File: config.mk
export PLATFORM = sky130hd
export DESIGN_NAME = swdm_core
export DESIGN_NICKNAME = d
export VERILOG_FILES = /design/src/swdm_pkg.sv /design/src/swdm_core.sv
export VERILOG_INCLUDE_DIRS = /design/src /design/src/src
export SDC_FILE = /design/constraint.sdc
export NUM_CORES = 1
export LEC_CHECK = 0
export BUFFER_PORTS_ARGS = -buffer_cell sky130_fd_sc_hd__buf_2
export CORE_MARGIN = 1
export CORE_UTILIZATION = 25
export DETAILED_ROUTE_END_ITERATION = 16
export PLACE_DENSITY_LB_ADDON = 0.1
export SLEW_MARGIN = 15
export SYNTH_ARGS = -nofsm -noshare
export SYNTH_HDL_FRONTEND = slang
export SYNTH_SLANG_ARGS = --single-unit
File: constraint.sdc
create_clock -name i_sys_clk -period 2.48 [get_ports i_sys_clk]
set_input_delay 0.124 -clock i_sys_clk [delete_from_list [all_inputs] [get_ports i_sys_clk]]
set_output_delay 0.124 -clock i_sys_clk [all_outputs]
set_load 0.03 [all_outputs]
File: src/swdm_cfg.svh
`ifndef SWDM_CFG_SVH
`define SWDM_CFG_SVH
// ****************************************
// Special-register addresses
// ****************************************
`define SWDM_ADDR_STATUS    8'hd0
`define SWDM_ADDR_STACK     8'h81
`define SWDM_ADDR_PTR_LOW   8'h82
`define SWDM_ADDR_PTR_HIGH  8'h83
`define SWDM_ADDR_PAGE      8'haa
// ****************************************
// Status word field positions
// ****************************************
`define SWDM_BIT_CARRY      3'd7
`define SWDM_BIT_HALF       3'd6
`define SWDM_BIT_USER0      3'd5
`define SWDM_BIT_BANK_HI    3'd4
`define SWDM_BIT_BANK_LO    3'd3
`define SWDM_BIT_OVF        3'd2
`define SWDM_BIT_USER1      3'd1
`define SWDM_BIT_PARITY     3'd0
// ****************************************
// Reset values and map limits
// ****************************************
`define SWDM_RST_STATUS     8'h00
`define SWDM_RST_STACK      8'h07
`define SWDM_RST_PTR        8'h00
`define SWDM_RST_PAGE       4'h0
`define SWDM_LOWER_TOP      8'h7f
`define SWDM_BIT_BASE       8'h20
`define SWDM_FLASH_TOP_BIG  16'hfbff
`define SWDM_FLASH_TOP_SML  16'h7fff
`define SWDM_MUL_LIMIT      16'h00ff
`endif

File: src/swdm_pkg.sv
package swdm_pkg;
  // ****************************************
  // Arithmetic operation codes
  // ****************************************
  typedef enum logic [2:0] {
    SWDM_ALU_NONE,
    SWDM_ALU_ADD,
    SWDM_ALU_ADDC,
    SWDM_ALU_SUBB,
    SWDM_ALU_MUL,
    SWDM_ALU_DIV,
    SWDM_ALU_OTHER
  } swdm_alu_op_t;

  // Data-memory access kinds
  typedef enum logic [2:0] {
    SWDM_ACC_NONE,
    SWDM_ACC_DIRECT,
    SWDM_ACC_INDIRECT,
    SWDM_ACC_BANKREG,
    SWDM_ACC_BIT,
    SWDM_ACC_PUSH,
    SWDM_ACC_POP
  } swdm_acc_kind_t;

  // Program/external space kinds
  typedef enum logic [1:0] {
    SWDM_PRG_NONE,
    SWDM_PRG_CODE_READ,
    SWDM_PRG_EXT_PTR16,
    SWDM_PRG_EXT_PAGED
  } swdm_prg_kind_t;

  // Target of a data-memory access
  typedef enum logic [2:0] {
    SWDM_TGT_NONE,
    SWDM_TGT_LOWER_RAM,
    SWDM_TGT_UPPER_RAM,
    SWDM_TGT_SPECIAL,
    SWDM_TGT_FLASH,
    SWDM_TGT_ONCHIP_EXT_RAM,
    SWDM_TGT_RESERVED
  } swdm_target_t;

  // Arithmetic request (op and operands) from the datapath
  typedef struct packed {
    logic         valid;
    swdm_alu_op_t op;
    logic [7:0]   opa;
    logic [7:0]   opb;
  } swdm_alu_req_t;

  // Data-memory access request
  typedef struct packed {
    logic           valid;
    swdm_acc_kind_t kind;
    logic [7:0]     addr;
    logic [2:0]     reg_num;
  } swdm_mem_req_t;

  // Resolved data-memory address
  typedef struct packed {
    swdm_target_t target;
    logic [7:0]   byte_addr;
    logic [2:0]   bit_pos;
    logic         is_bit;
  } swdm_mem_map_t;

  // Program or external request
  typedef struct packed {
    logic           valid;
    swdm_prg_kind_t kind;
    logic           write;
    logic [15:0]    addr;
    logic [7:0]     index_val;
  } swdm_prg_req_t;

  // Resolved program/external address
  typedef struct packed {
    swdm_target_t target;
    logic [15:0]  addr;
    logic         lock_byte;
  } swdm_prg_map_t;

  // Special-register write/read port
  typedef struct packed {
    logic       wr;
    logic       bit_wr;
    logic [7:0] addr;
    logic [2:0] bit_pos;
    logic [7:0] wdata;
  } swdm_sfr_req_t;

  // All held state
  typedef struct packed {
    logic [7:0]    status;
    logic [7:0]    stack;
    logic [7:0]    ptr_low;
    logic [7:0]    ptr_high;
    logic [3:0]    page;
    swdm_mem_map_t mem_out;
    swdm_prg_map_t prg_out;
    logic [7:0]    sfr_rdata;
  } swdm_state_t;
endpackage

File: src/swdm_core.sv
// Operation
// RULE1: carry bit 7 from add carry/sub borrow
// RULE2: half-carry bit 6 from nibble carry/borrow
// RULE3: user flags bits 5,1 software only
// RULE4: bank select bits 4:3 choose bank
// RULE5: overflow on signed, mul>255, divide zero
// RULE6: overflow cleared otherwise by those ops
// RULE7: parity bit 0 mirrors accumulator odd count
// RULE8: status word at 0xD0, byte/bit access
// RULE9: flash contiguous to variant top address
// RULE10: top flash is lock, above reserved
// RULE11: code reads flash, ext moves onchip_ext_ram/flash
// RULE12: 256 bytes internal, lower direct/indirect
// RULE13: above 0x7F direct special, indirect RAM
// RULE14: 0x00-0x1F four banks, active bank used
// RULE15: only registers 0,1 index indirectly
// RULE16: bit address maps onto 0x20-0x2F
// RULE17: bit versus byte from instruction type
// RULE18: push writes pointer+1 then increments
// RULE19: stack pointer resets to 0x07
// RULE20: stack anywhere in 256 byte RAM
// RULE21: 4096 onchip_ext_ram bytes via pointer or page
// RULE22: page high byte, upper nibble reads zero
// RULE23: 16-bit pointer from low/high registers
// RULE24: pop reads pointer then decrements
`timescale 1ns/10ps
`default_nettype none
`include "swdm_cfg.svh"

module swdm_core
#(
  parameter bit BIG_VARIANT = 1'b1
)
(
  input  wire logic                   i_sys_clk,
  input  wire logic                   i_rst,
  input  wire swdm_pkg::swdm_alu_req_t i_alu,
  input  wire logic [7:0]             i_accum,
  input  wire swdm_pkg::swdm_sfr_req_t i_sfr,
  input  wire logic                   i_flash_wr_en,
  input  wire swdm_pkg::swdm_mem_req_t i_mem,
  input  wire logic [7:0]             i_index_val,
  input  wire swdm_pkg::swdm_prg_req_t i_prg,
  output logic [7:0]                  o_status_word,
  output logic [7:0]                  o_stack_top_ptr,
  output logic [15:0]                 o_indirect_pointer16,
  output logic [7:0]                  o_onchip_ext_ram_page_reg,
  output logic [7:0]                  o_sfr_rdata,
  output swdm_pkg::swdm_mem_map_t     o_mem_map,
  output swdm_pkg::swdm_prg_map_t     o_prg_map
);

  // ****************************************
  // Helpers
  // ****************************************
  // Bank n starts at byte n*8, so the bank code simply
  // lands in address bits 4:3 above the register number.
  // Working-register byte address in the selected bank
  function automatic logic [7:0] bank_addr(input logic [1:0] bank, input logic [2:0] rnum);
    bank_addr = {3'b000, bank, rnum}; // [RULE4] [RULE14]
  endfunction

  // Odd number of ones gives one
  function automatic logic odd_ones(input logic [7:0] v);
    odd_ones = ^v; // [RULE7]
  endfunction

  // Upper half shares addresses with the special registers;
  // only the addressing mode tells the two spaces apart.
  // Route an 8-bit address by addressing mode
  function automatic swdm_pkg::swdm_target_t route(input logic [7:0] a, input logic indirect);
    if (a <= `SWDM_LOWER_TOP)
      route = swdm_pkg::SWDM_TGT_LOWER_RAM; // [RULE12]
    else if (indirect)
      route = swdm_pkg::SWDM_TGT_UPPER_RAM; // [RULE13]
    else
      route = swdm_pkg::SWDM_TGT_SPECIAL;   // [RULE13]
  endfunction

  // All held state in one struct, next value built below
  swdm_pkg::swdm_state_t s_q;
  swdm_pkg::swdm_state_t s_d;

  // Scratch arithmetic; all but flash_top and bank defaulted at the top of the process

  logic [8:0]  sum9;
  logic [4:0]  nib5;
  logic [15:0] prod;
  logic        cin;
  logic [15:0] flash_top;
  logic [1:0]  bank;
  logic [7:0]  wr_val;
  logic [7:0]  cur_val;

  // Variant picks the last flash byte, which is also the lock
  // Fixed at build time, so no run-time switch is offered
  assign flash_top = BIG_VARIANT ? `SWDM_FLASH_TOP_BIG : `SWDM_FLASH_TOP_SML; // [RULE9]
  // Active bank straight from the status word
  assign bank      = s_q.status[`SWDM_BIT_BANK_HI:`SWDM_BIT_BANK_LO];

  // ****************************************
  // Next-state logic
  // ****************************************
  always_comb
  begin
    s_d     = s_q;
    sum9    = 9'h000;
    nib5    = 5'h00;
    prod    = 16'h0000;
    cin     = 1'b0;
    wr_val  = 8'h00;
    cur_val = 8'h00;

    // Software write to a special register, byte or bit
    // A bit write merges into the current value, so the
    // other seven bits must be read back first.
    case (i_sfr.addr)
      `SWDM_ADDR_STATUS:   cur_val = s_q.status;
      `SWDM_ADDR_STACK:    cur_val = s_q.stack;
      `SWDM_ADDR_PTR_LOW:  cur_val = s_q.ptr_low;
      `SWDM_ADDR_PTR_HIGH: cur_val = s_q.ptr_high;
      `SWDM_ADDR_PAGE:     cur_val = {4'h0, s_q.page};
      default:             cur_val = 8'h00;
    endcase
    wr_val = cur_val;
    if (i_sfr.bit_wr)
      wr_val[i_sfr.bit_pos] = i_sfr.wdata[0]; // [RULE3] [RULE8]
    else
      wr_val = i_sfr.wdata;
    if (i_sfr.wr || i_sfr.bit_wr)
    begin
      case (i_sfr.addr)
        `SWDM_ADDR_STATUS:   s_d.status   = wr_val; // [RULE8]
        `SWDM_ADDR_STACK:    s_d.stack    = wr_val;
        `SWDM_ADDR_PTR_LOW:  s_d.ptr_low  = wr_val; // [RULE23]
        `SWDM_ADDR_PTR_HIGH: s_d.ptr_high = wr_val; // [RULE23]
        `SWDM_ADDR_PAGE:     s_d.page     = wr_val[3:0]; // [RULE22]
        default:             s_d.status   = s_d.status;
      endcase
    end

    // Arithmetic flags override a same-cycle software write
    // Hardware wins here: the datapath result is newer than
    // whatever software wrote in the same instruction slot.
    if (i_alu.valid)
    begin
      cin = s_q.status[`SWDM_BIT_CARRY];
      case (i_alu.op)
        // Plain add ignores the stored carry, chained add uses it
        swdm_pkg::SWDM_ALU_ADD, swdm_pkg::SWDM_ALU_ADDC:
        begin
          if (i_alu.op == swdm_pkg::SWDM_ALU_ADD)
            cin = 1'b0;
          sum9 = {1'b0, i_alu.opa} + {1'b0, i_alu.opb} + {8'h00, cin};
          nib5 = {1'b0, i_alu.opa[3:0]} + {1'b0, i_alu.opb[3:0]} + {4'h0, cin};
          s_d.status[`SWDM_BIT_CARRY] = sum9[8];  // [RULE1]
          s_d.status[`SWDM_BIT_HALF]  = nib5[4];  // [RULE2]
          s_d.status[`SWDM_BIT_OVF]   = (i_alu.opa[7] == i_alu.opb[7])
                                        && (sum9[7] != i_alu.opa[7]); // [RULE5] [RULE6]
        end
        swdm_pkg::SWDM_ALU_SUBB:
        begin
          // Borrow shows as bit 8 of the wrapped difference
          sum9 = {1'b0, i_alu.opa} - {1'b0, i_alu.opb} - {8'h00, cin};
          nib5 = {1'b0, i_alu.opa[3:0]} - {1'b0, i_alu.opb[3:0]} - {4'h0, cin};
          s_d.status[`SWDM_BIT_CARRY] = sum9[8];  // [RULE1]
          s_d.status[`SWDM_BIT_HALF]  = nib5[4];  // [RULE2]
          s_d.status[`SWDM_BIT_OVF]   = (i_alu.opa[7] != i_alu.opb[7])
                                        && (sum9[7] != i_alu.opa[7]); // [RULE5] [RULE6]
        end
        // Full 16-bit product, flagged when the high byte is used
        swdm_pkg::SWDM_ALU_MUL:
        begin
          prod = 16'(i_alu.opa) * 16'(i_alu.opb);
          s_d.status[`SWDM_BIT_CARRY] = 1'b0; // [RULE1]
          s_d.status[`SWDM_BIT_HALF]  = 1'b0; // [RULE2]
          s_d.status[`SWDM_BIT_OVF]   = prod > `SWDM_MUL_LIMIT; // [RULE5] [RULE6]
        end
        // Only the divisor matters for the flags
        swdm_pkg::SWDM_ALU_DIV:
        begin
          s_d.status[`SWDM_BIT_CARRY] = 1'b0; // [RULE1]
          s_d.status[`SWDM_BIT_HALF]  = 1'b0; // [RULE2]
          s_d.status[`SWDM_BIT_OVF]   = (i_alu.opb == 8'h00); // [RULE5] [RULE6]
        end
        swdm_pkg::SWDM_ALU_OTHER:
        begin
          // Other arithmetic clears the carries, overflow untouched
          s_d.status[`SWDM_BIT_CARRY] = 1'b0; // [RULE1]
          s_d.status[`SWDM_BIT_HALF]  = 1'b0; // [RULE2]
        end
        default:
          s_d.status = s_d.status;
      endcase
    end

    // Parity follows the accumulator; writes never stick
    // Recomputed every cycle, so it lags the accumulator by one
    s_d.status[`SWDM_BIT_PARITY] = odd_ones(i_accum); // [RULE7]

    // Data-memory address resolution
    // The map stands for one cycle only; idle cycles read as
    // no target so a stale address is never acted on twice.
    s_d.mem_out = '0;
    if (i_mem.valid)
    begin
      case (i_mem.kind)
        swdm_pkg::SWDM_ACC_DIRECT:
        begin
          s_d.mem_out.byte_addr = i_mem.addr;
          s_d.mem_out.target    = route(i_mem.addr, 1'b0); // [RULE13]
        end
        swdm_pkg::SWDM_ACC_INDIRECT:
        begin
          // Only bank registers 0 and 1 serve as index
          s_d.mem_out.byte_addr = i_index_val;
          s_d.mem_out.target    = i_mem.reg_num[2:1] == 2'b00 ?
                                  route(i_index_val, 1'b1) : swdm_pkg::SWDM_TGT_NONE; // [RULE15]
        end
        // Register operand always lands in the lower RAM
        swdm_pkg::SWDM_ACC_BANKREG:
        begin
          s_d.mem_out.byte_addr = bank_addr(bank, i_mem.reg_num); // [RULE14]
          s_d.mem_out.target    = swdm_pkg::SWDM_TGT_LOWER_RAM;
        end
        swdm_pkg::SWDM_ACC_BIT:
        begin
          // Bit vs byte decided by request kind alone
          s_d.mem_out.is_bit  = 1'b1; // [RULE17]
          s_d.mem_out.bit_pos = i_mem.addr[2:0];
          if (!i_mem.addr[7])
          begin
            s_d.mem_out.byte_addr = `SWDM_BIT_BASE + {4'h0, i_mem.addr[6:3]}; // [RULE16]
            s_d.mem_out.target    = swdm_pkg::SWDM_TGT_LOWER_RAM;
          end
          else
          begin
            // Upper bit addresses name a special register byte
            s_d.mem_out.byte_addr = {i_mem.addr[7:3], 3'b000};
            s_d.mem_out.target    = swdm_pkg::SWDM_TGT_SPECIAL;
          end
        end
        swdm_pkg::SWDM_ACC_PUSH:
        begin
          // Stack reaches all 256 bytes, upper half indirectly
          s_d.mem_out.byte_addr = s_q.stack + 8'h01; // [RULE18] [RULE20]
          s_d.mem_out.target    = route(s_q.stack + 8'h01, 1'b1);
          s_d.stack             = s_q.stack + 8'h01; // [RULE18]
        end
        // Pointer wraps through 0xff without a guard; the
        // user must keep the stack inside its chosen area.
        swdm_pkg::SWDM_ACC_POP:
        begin
          s_d.mem_out.byte_addr = s_q.stack; // [RULE24] [RULE20]
          s_d.mem_out.target    = route(s_q.stack, 1'b1);
          s_d.stack             = s_q.stack - 8'h01; // [RULE24]
        end
        default:
          s_d.mem_out.target = swdm_pkg::SWDM_TGT_NONE;
      endcase
    end

    // Program and external space routing
    // Code reads go to flash or reserved; only external-move writes can
    // be turned to flash, and only while the enable is high.
    s_d.prg_out = '0;
    if (i_prg.valid)
    begin
      case (i_prg.kind)
        swdm_pkg::SWDM_PRG_CODE_READ:
        begin
          s_d.prg_out.addr      = i_prg.addr;
          s_d.prg_out.lock_byte = i_prg.addr == flash_top; // [RULE10]
          s_d.prg_out.target    = i_prg.addr > flash_top ?
                                  swdm_pkg::SWDM_TGT_RESERVED : swdm_pkg::SWDM_TGT_FLASH; // [RULE9] [RULE10] [RULE11]
        end
        swdm_pkg::SWDM_PRG_EXT_PTR16, swdm_pkg::SWDM_PRG_EXT_PAGED:
        begin
          if (i_prg.kind == swdm_pkg::SWDM_PRG_EXT_PTR16)
            s_d.prg_out.addr = {s_q.ptr_high, s_q.ptr_low}; // [RULE21] [RULE23]
          else
            s_d.prg_out.addr = {4'h0, s_q.page, i_prg.index_val}; // [RULE21] [RULE22]
          // Writes go to flash only when redirected
          if (i_prg.write && i_flash_wr_en)
          begin
            s_d.prg_out.lock_byte = s_d.prg_out.addr == flash_top; // [RULE10]
            s_d.prg_out.target    = s_d.prg_out.addr > flash_top ?
                                    swdm_pkg::SWDM_TGT_RESERVED : swdm_pkg::SWDM_TGT_FLASH; // [RULE11]
          end
          else
            s_d.prg_out.target = swdm_pkg::SWDM_TGT_ONCHIP_EXT_RAM; // [RULE11]
        end
        default:
          s_d.prg_out.target = swdm_pkg::SWDM_TGT_NONE;
      endcase
    end

    // Registered read data for the addressed special register
    // One cycle of latency keeps the read path off the bus
    case (i_sfr.addr)
      `SWDM_ADDR_STATUS:   s_d.sfr_rdata = s_q.status; // [RULE8]
      `SWDM_ADDR_STACK:    s_d.sfr_rdata = s_q.stack;
      `SWDM_ADDR_PTR_LOW:  s_d.sfr_rdata = s_q.ptr_low;
      `SWDM_ADDR_PTR_HIGH: s_d.sfr_rdata = s_q.ptr_high;
      `SWDM_ADDR_PAGE:     s_d.sfr_rdata = {4'h0, s_q.page}; // [RULE22]
      default:             s_d.sfr_rdata = 8'h00;
    endcase
  end

  // ****************************************
  // State register
  // ****************************************
  // Constants only in the reset branch
  always_ff @(posedge i_sys_clk or posedge i_rst)
  begin
    if (i_rst)
    begin
      // Maps and read data clear; the stack points below bank one
      s_q          <= '0;
      s_q.status   <= `SWDM_RST_STATUS; // [RULE8]
      s_q.stack    <= `SWDM_RST_STACK;  // [RULE19]
      s_q.ptr_low  <= `SWDM_RST_PTR;    // [RULE23]
      s_q.ptr_high <= `SWDM_RST_PTR;
      s_q.page     <= `SWDM_RST_PAGE;
    end
    else
      s_q <= s_d;
  end

  // ****************************************
  // Outputs
  // ****************************************
  // Every output comes straight from a flip-flop
  assign o_status_word        = s_q.status;
  assign o_stack_top_ptr      = s_q.stack;
  assign o_indirect_pointer16 = {s_q.ptr_high, s_q.ptr_low};
  assign o_onchip_ext_ram_page_reg      = {4'h0, s_q.page};
  assign o_sfr_rdata          = s_q.sfr_rdata;
  assign o_mem_map            = s_q.mem_out;
  assign o_prg_map            = s_q.prg_out;

endmodule
`default_nettype wire

=== Yosys cells after proc, flatten, opt, wreduce, memory -nomap -nowiden ===
Index checks and enable logic that the tools add are counted.

* Flip-flop bits (word level): 79
* Input bits: 103
* Output and inout port bits: 83
* Logic and storage cells: 113

* Add/subtract/negate cells: 11
* Multipliers: 1
* $lt $le $gt $ge: 9
* Equality and inequality tests: 26
* Muxes and demuxes: 39
* Reduce and logical (&&, ||, !) cells: 14

{| class="wikitable"
|+ Operator list
! operator !! count
|-
| 8-bit 2-to-1 mux || 7
|-
| 16-bit 2-to-1 mux || 3
|-
| 8-bit one-hot mux with 6 select lines || 1
|-
| 8-bit equality test (second input constant) || 5
|-
| 8-bit one-hot mux with 5 select lines || 1
|-
| 36-bit 2-to-1 mux || 1
|-
| 17-bit one-hot mux with 2 select lines || 1
|-
| 16-bit equality test (second input constant) || 2
|-
| 16-bit > comparator (second input constant) || 2
|-
| 8-bit by 7-bit <= comparator with 1-bit output (second input constant) || 4
|-
| 20-bit 2-to-1 mux || 1
|-
| 3-bit equality test (second input constant) || 6
|-
| 3-bit one-hot mux with 6 select lines || 1
|-
| 16-bit by 8-bit > comparator with 1-bit output (second input constant) || 1
|-
| 8-bit by 8-bit multiplier with 16-bit output || 1
|-
| 8-bit one-hot mux with 2 select lines || 1
|-
| 15-bit 2-to-1 mux || 1
|-
| 2-bit 2-to-1 mux || 7
|-
| 3-bit by 2-bit equality test with 1-bit output (second input constant) || 4
|-
| 10-bit 2-to-1 mux || 1
|-
| 8-bit by 8-bit adder with 9-bit output || 1
|-
| 9-bit by 1-bit adder with 9-bit output || 1
|-
| 8-bit by 8-bit subtractor with 9-bit output || 1
|-
| 9-bit by 1-bit subtractor with 9-bit output || 1
|-
| 30 further kinds || 45
|}

=== Longest topological paths before layout ===
Gate-level depths: netlist (run 1).

* Word-level depth: 10
* Gate-level depth with buffers: 17

=== Worst setup path before layout (run 1) ===
No wires, ideal clock.

* Path kind: input port to flip-flop
* Start: in i_alu[15] in the netlist's numbering
* End: reg s_q, in the netlist o_status_word[2]
* Data arrival time: 3.831 ns
* Path slack: -1.478 ns
* Cell stages on the path: 15
* Path through: clkbuf_1 -> and2_1 -> fa_1 -> fa_1 -> fa_1 -> inv_1 -> fa_1 -> inv_1 -> ha_1 -> o21a_1 -> a21oi_1 -> o21ai_0 -> mux2_2 -> a41oi_1 -> o32a_2

{| class="wikitable"
|+ RTL lines
! what !! line !! RTL
|-
| start: declaration || swdm_core.sv:37 || <nowiki>input wire swdm_pkg::swdm_alu_req_t i_alu,</nowiki>
|-
| end: declaration || swdm_core.sv:81 || <nowiki>swdm_pkg::swdm_state_t s_q;</nowiki>
|}

==> metrics.cfg, run 1 <==
[outcome]
status = complete, but fails checks
violations = negative setup slack

[timing]
fin_crit_ns = 3.70
clock-skew-final_ns = 0.0112
layout_setup_ws_ns = -1.22
worst_pin_slew_ns = 0.885
fin_crit_sh_pct = 149
hold_violations = 0
finalSetupViolCount = 1
max-slew-margin-rel_pct = 40.8
rsz0062_at_grt = true
fmax_mhz = 270
finalMaxSlewViolations = 0
tns_ns = -1.22

[synthesis]
yosysWarnings = 0
synthTopCellsByCount = 80 x inv_1, 75 x dfrtp_1, 61 x nand2_1
synth_cell_type_count = 72
yosys.cell_count.top_type = inv_1
synth_area_leaders = dfrtp_1 26%, fa_1 10%, ha_1 10%
ys_seq_area_share_pct = 27.4
async_flop_share_pct = 100
syn-instance-count = 788
synth_area_leader_cell = dfrtp_1
ys_ff_latch = 78
syn_area_um2 = 7130
synth.avg_cell_area_um2 = 9.05
synth_edf_count = 0
synth_top_area_share_pct = 26.3
synth_ff_type = dfrtp_1

[cts]
clock-sinks = 78
clock_latency_ns = 0.34
numCtsBuffers = 9
clk_pin_slew_worst_paths_ns = 0.07
cts_buffer_depth = 2
clockRootBuffer = clkbuf_16
cts_tree = done
post-cts-setup-buffers = 0
htreeDepth = 3

[worst_setup_path]
r2r_start = o_status_word[7]$_DFF_PP0_
cpPeakStageDelay_ns = 0.51
critical_path_required_ns = 2.70
rrSetupSlack_ns = -0.02
path_common_cell = fa_1
path_cells = buf_2 > nand2_1 > fa_1 > fa_1 > inv_1 > fa_1 > inv_1 > fa_1 > inv_2 > ha_4 > inv_1 > o22ai_2 > o21ai_1 > a21oi_2 > mux2i_1 > a41oi_2 > o32a_2
path_class = in2reg
crit_path_end_kind = flip-flop
worstPathArrival_ns = 3.92
worstRegToRegCells = 11
cp-start-kind = primary input
critPathSlowestCell = fa_1
reg2reg_to = o_status_word[2]$_DFF_PP0_
worstPathMaxFanout = 7

[routing]
drt_wl_total_um = 24400
drc = 0
wl_per_cell_um = 17.3
firstDrtPassIters = 4
final_antenna_net_count = 0
drt_iter0_drc = 305
vias_per_cell = 4.59
vias = 6477

[final_layout]
fin_nets = 1227
drive_gt1_share_pct = 35.9
multiInputGateArea_um2 = 4920
largest_reg_flops = 20
nFillCells = 3048
register_area_um2 = 1960
antenna_cells = 0
final_util_pct = 34.0
area_delta_synth_final_pct = 33.0

[hold_path]
hold_start = i_mem[5]
worstHoldPathCells = 2
whs_endpoint = o_mem_map[3]$_DFF_PP0_
hold_path_class = in2reg

[global_route]
grt_max_degree = 65
grt_pass1_vias = 6607
antenna_found_initial = 1
grt_pass1_wl_um = 37400
grt_overflow_total = 0
grt_usage_pct = 16.8

[floorplanning]
die_w_um = 171
io_pins = 186
placeableCoreArea_um2 = 27900
die_h_um = 171
num_rows = 61
initial_core_util_pct = 25.5
die_area_um2 = 29200

[pwr]
ir_drop_v = 0.000374
power.leakage_nw = 4.65
power_density_nw_per_um2 = 632
power.total_mw = 6.00

[run]
cap_violations = 0

[placed_design]
routabilityCongestion = 0.804
io_buffers = 180
dp_hpwl_um = 20100

[cells by family after synthesis]
| group | share of synthesized area (%) |
|---|---|
| compound gates | 15.4 |
| mux | 8.32 |
| flops | 27.4 |
| fa+ha+maj | 20.6 |
| simple gates | 18.8 |
| other cells | 0.0526 |
| buf+inv | 6.74 |
| xor+xnor | 2.70 |
[area by class of cell]
type | instances | area share, %
inverters | 80 | 3.18
flip-flops and latches | 78 | 20.6
clock inverters | 6 | 0.422
well taps | 378 | 4.99
multi-input cells | 595 | 51.9
repair buffers | 265 | 16.5
clock buffers | 9 | 2.37
[metal layers]
layer | track usage (%) | routed length [um] | vias up
met2 | 29.1 | 12000 | 158
met1 | 22.2 | 11200 | 3097
met3 | 2.48 | 1020 | 14
met5 | 0 | 17 | -
li1 | - | - | 3206
met4 | 3.11 | 181 | 2
[placed cells by master (no fill, tap or decap), drive strengths merged, types with 4 or more instances in the layout]
cell type / count
nand3: 15
inv: 79
a221oi: 5
buf: 264
a22oi: 23
clkinv: 6
conb: 5
a21oi: 28
and3: 4
nor2: 52
fa: 37
nand4: 8
a21o: 6
or3: 5
ha: 58
nand2: 61
xnor2: 14
clkbuf: 9
o21ai: 43
nor3: 17
a221o: 9
mux2: 35
a31oi: 7
dfrtp: 75
and2: 42
xor2: 8
nand3b: 7
o211ai: 4
nor2b: 24
o22ai: 6
a21boi: 5
mux2i: 18
[timing repair]
action	CTS	global route
gates resized for setup	13	14
endpoints found under the hold margin	14	0
hold buffers	1	0
setup endpoints to repair	1	2
cloned	0	0
pin swaps	9	21
[worst max-delay path, delay by kind of cell]
family,cells,cell delay (ns)
and+or+nand+nor,1,0.09
buffers and inverters,5,0.34
muxes,1,0.22
adders and majority gates,5,2.22
AOI/OAI and AO/OA,5,0.90
[worst max-delay path by stage]
stage	start	to	slack, ns	cells past startpoint
after CTS	i_alu[6]	o_status_word[2]$_DFF_PP0_	-1.22	17
after global routing	i_alu[11]	o_status_word[2]$_DFF_PP0_	-1.37	17
final	i_alu[11]	o_status_word[2]$_DFF_PP0_	-1.22	17
after detailed placement	i_alu[9]	o_status_word[2]$_DFF_PP0_	-1.69	17
after floorplan	i_alu[15]	o_status_word[2]$_DFF_PP0_	-1.27	15
after global placement	i_alu[4]	o_status_word[2]$_DFF_PP0_	-1.65	17
[power by group]
part           internal, mW  total (mW)  switching, mW
Sequential             1.41        1.57          0.155
Combinational          1.43        3.19           1.76
Clock                 0.671        1.24          0.564
[metrics by stage]
stage / worst slack, ns / hold slack (ns) / area [um^2] / std cells
global placement: -1.65 / 0.0840 / 9100 / 1395
finish: -1.22 / 0.00858 / 9490 / 1411
CTS: -1.22 / 0.00305 / 9430 / 1411
global route: -1.37 / 0.00864 / 9490 / 1411
detailed placement: -1.69 / 0.0852 / 9100 / 1395
floorplan: -1.27 / 0.253 / 7270 / 792
Power figures use the tool's default switching activity.
==> run 2: changes to the inputs <==
Settings changed: CTS_BUF_LIST set to sky130_fd_sc_hd__clkbuf_8.
==> run 2 against run 1 <==
Effect of this change:
- the flow still finishes with violations (negative setup slack)
- critical path depth is the same
- hold slack gained 0.027 ns
- cell area shrank 0.73%
- final cell count grew 0.21%
- combinational power is essentially flat
- register-to-register slack is essentially flat
- critical path type unchanged
- largest cell class unchanged
==> metrics.cfg, run 2 (synthesis results as in run 1) <==
[outcome]
status = complete, but fails checks
violations = negative setup slack

[global_route]
grt_usage_pct = 16.8
grt_overflow_total = 0
grt_max_degree = 65
grt_pass1_vias = 6622
grt_pass1_wl_um = 37500
antenna_found_initial = 1

[pwr]
seqPwrFrac_pct = 27.7
ir_drop_v = 0.000188
switchingPower_mw = 2.45
intPower_mw = 3.20
power.leakage_nw = 4.62
comb_power_share_pct = 56.7
power.total_mw = 5.65
swShare_pct = 43.3
power_density_nw_per_um2 = 600
pwr-share-clk_pct = 15.6

[timing]
fin_crit_sh_pct = 148
rsz0062_at_grt = true
clock-skew-final_ns = 0.0166
fin_crit_ns = 3.67
finalMaxSlewViolations = 0
finalSetupViolCount = 1
layout_setup_ws_ns = -1.19
hold_ws_ns = 0.0357
max-slew-margin-rel_pct = 40.4
hold_violations = 0
tns_ns = -1.19
fmax_mhz = 273
worst_pin_slew_ns = 0.891

[floorplanning]
placeableCoreArea_um2 = 27900
initial_core_util_pct = 25.5
die_h_um = 171
die_area_um2 = 29200
die_w_um = 171
io_pins = 186
num_rows = 61

[final_layout]
largest_reg_flops = 20
finalNonFillerCells = 1414
fin_nets = 1230
drive_gt1_share_pct = 35.9
nFillCells = 3052
multiInputGateArea_um2 = 4930
register_area_um2 = 1960
area_delta_synth_final_pct = 32.0
final_cell_mix = 175 x buf_2, 88 x buf_4, 75 x dfrtp_1, 73 x inv_1, 59 x nand2_1
layout_commonest_cell = buf_2
final_util_pct = 33.7
postLayoutCellArea_um2 = 9420
antenna_cells = 0

[worst_setup_path]
worstPathArrival_ns = 3.92
crit_path_end = o_status_word[2]$_DFF_PP0_
crit_path_start = i_alu[11]
critical_path_required_ns = 2.73
rrSetupSlack_ns = -0.01
cp-start-kind = primary input
reg2reg_to = o_status_word[2]$_DFF_PP0_
worstRegToRegCells = 11
crit_path_end_kind = flip-flop
worstPathMaxFanout = 7
path_class = in2reg
r2r_start = o_status_word[7]$_DFF_PP0_

[routing]
drt_iter0_drc = 325
vias_per_cell = 4.58
vias = 6481
drc = 0
firstDrtPassIters = 5
final_antenna_net_count = 0
wl_per_cell_um = 17.3
drt_wl_total_um = 24400

[cts]
cts_tree = done
clock-sinks = 78
clock_latency_ns = 0.36
cts_buffer_depth = 2
clockRootBuffer = clkbuf_8
numCtsBuffers = 9
clk_pin_slew_worst_paths_ns = 0.09
htreeDepth = 3
post-cts-setup-buffers = 0

[placed_design]
placed_area_um2 = 9100
place_inst = 1395
dp_hpwl_um = 20100
routabilityCongestion = 0.804
io_buffers = 180
pre_cts_ws_ns = -1.69

[hold_path]
hold_path_class = in2reg

[run]
cap_violations = 0

[run 2: worst max-delay path, stage by stage]
cell and delay [ns]:
buf_2 0.15, nand2_1 0.10, fa_1 0.51, fa_1 0.49
inv_1 0.05, fa_1 0.47, inv_1 0.04, fa_1 0.48
inv_2 0.04, ha_4 0.27, inv_1 0.05, o22ai_2 0.14
o21ai_1 0.12, a21oi_2 0.16, mux2i_1 0.22, a41oi_2 0.11
o32a_2 0.37
[run 2: power groups by stage]
stage	clock (mW)	sequential [mW]	combinational (mW)
after floorplan	0	1.77	1.86
after global placement	0	1.60	3.09
after detailed placement	0	1.59	3.07
after CTS	0.916	1.57	3.16
after global routing	0.953	1.58	3.58
final	0.881	1.56	3.20
[run 2: worst min path at each step]
stage	start	endpoint	slack, ns	cells past startpoint
floorplan	i_mem[3]	o_mem_map[1]$_DFF_PP0_	0.25	1
finish	i_prg[21]	o_prg_map[14]$_DFF_PP0_	0.04	3
global route	i_prg[21]	o_prg_map[14]$_DFF_PP0_	0.02	3
CTS	i_prg[21]	o_prg_map[14]$_DFF_PP0_	0.01	3
global placement	i_rst	o_mem_map[7]$_DFF_PP0_	0.08	2
detailed placement	i_rst	o_mem_map[7]$_DFF_PP0_	0.09	2
[run 2: timing repair]
action                                 CTS  global route
endpoints found under the hold margin   17             0
setup endpoints to repair                1             2
resized for setup                       13            15
pin swaps                                9            21
hold buffers                             4             0
[run 2: cell type report]
cell class,instances,area share [%]
clock buffers,9,1.32
clock inverters,6,0.425
inverters,80,3.20
multi-input cells,595,52.3
flip-flops and latches,78,20.8
well taps,378,5.02
repair buffers,268,17.0
[run 2: layer usage]
layer | global-route usage, % | wire length, um
met5 | 0 | 17
met4 | 3.22 | 207
met3 | 2.48 | 1010
met2 | 29.0 | 11900
met1 | 22.3 | 11300
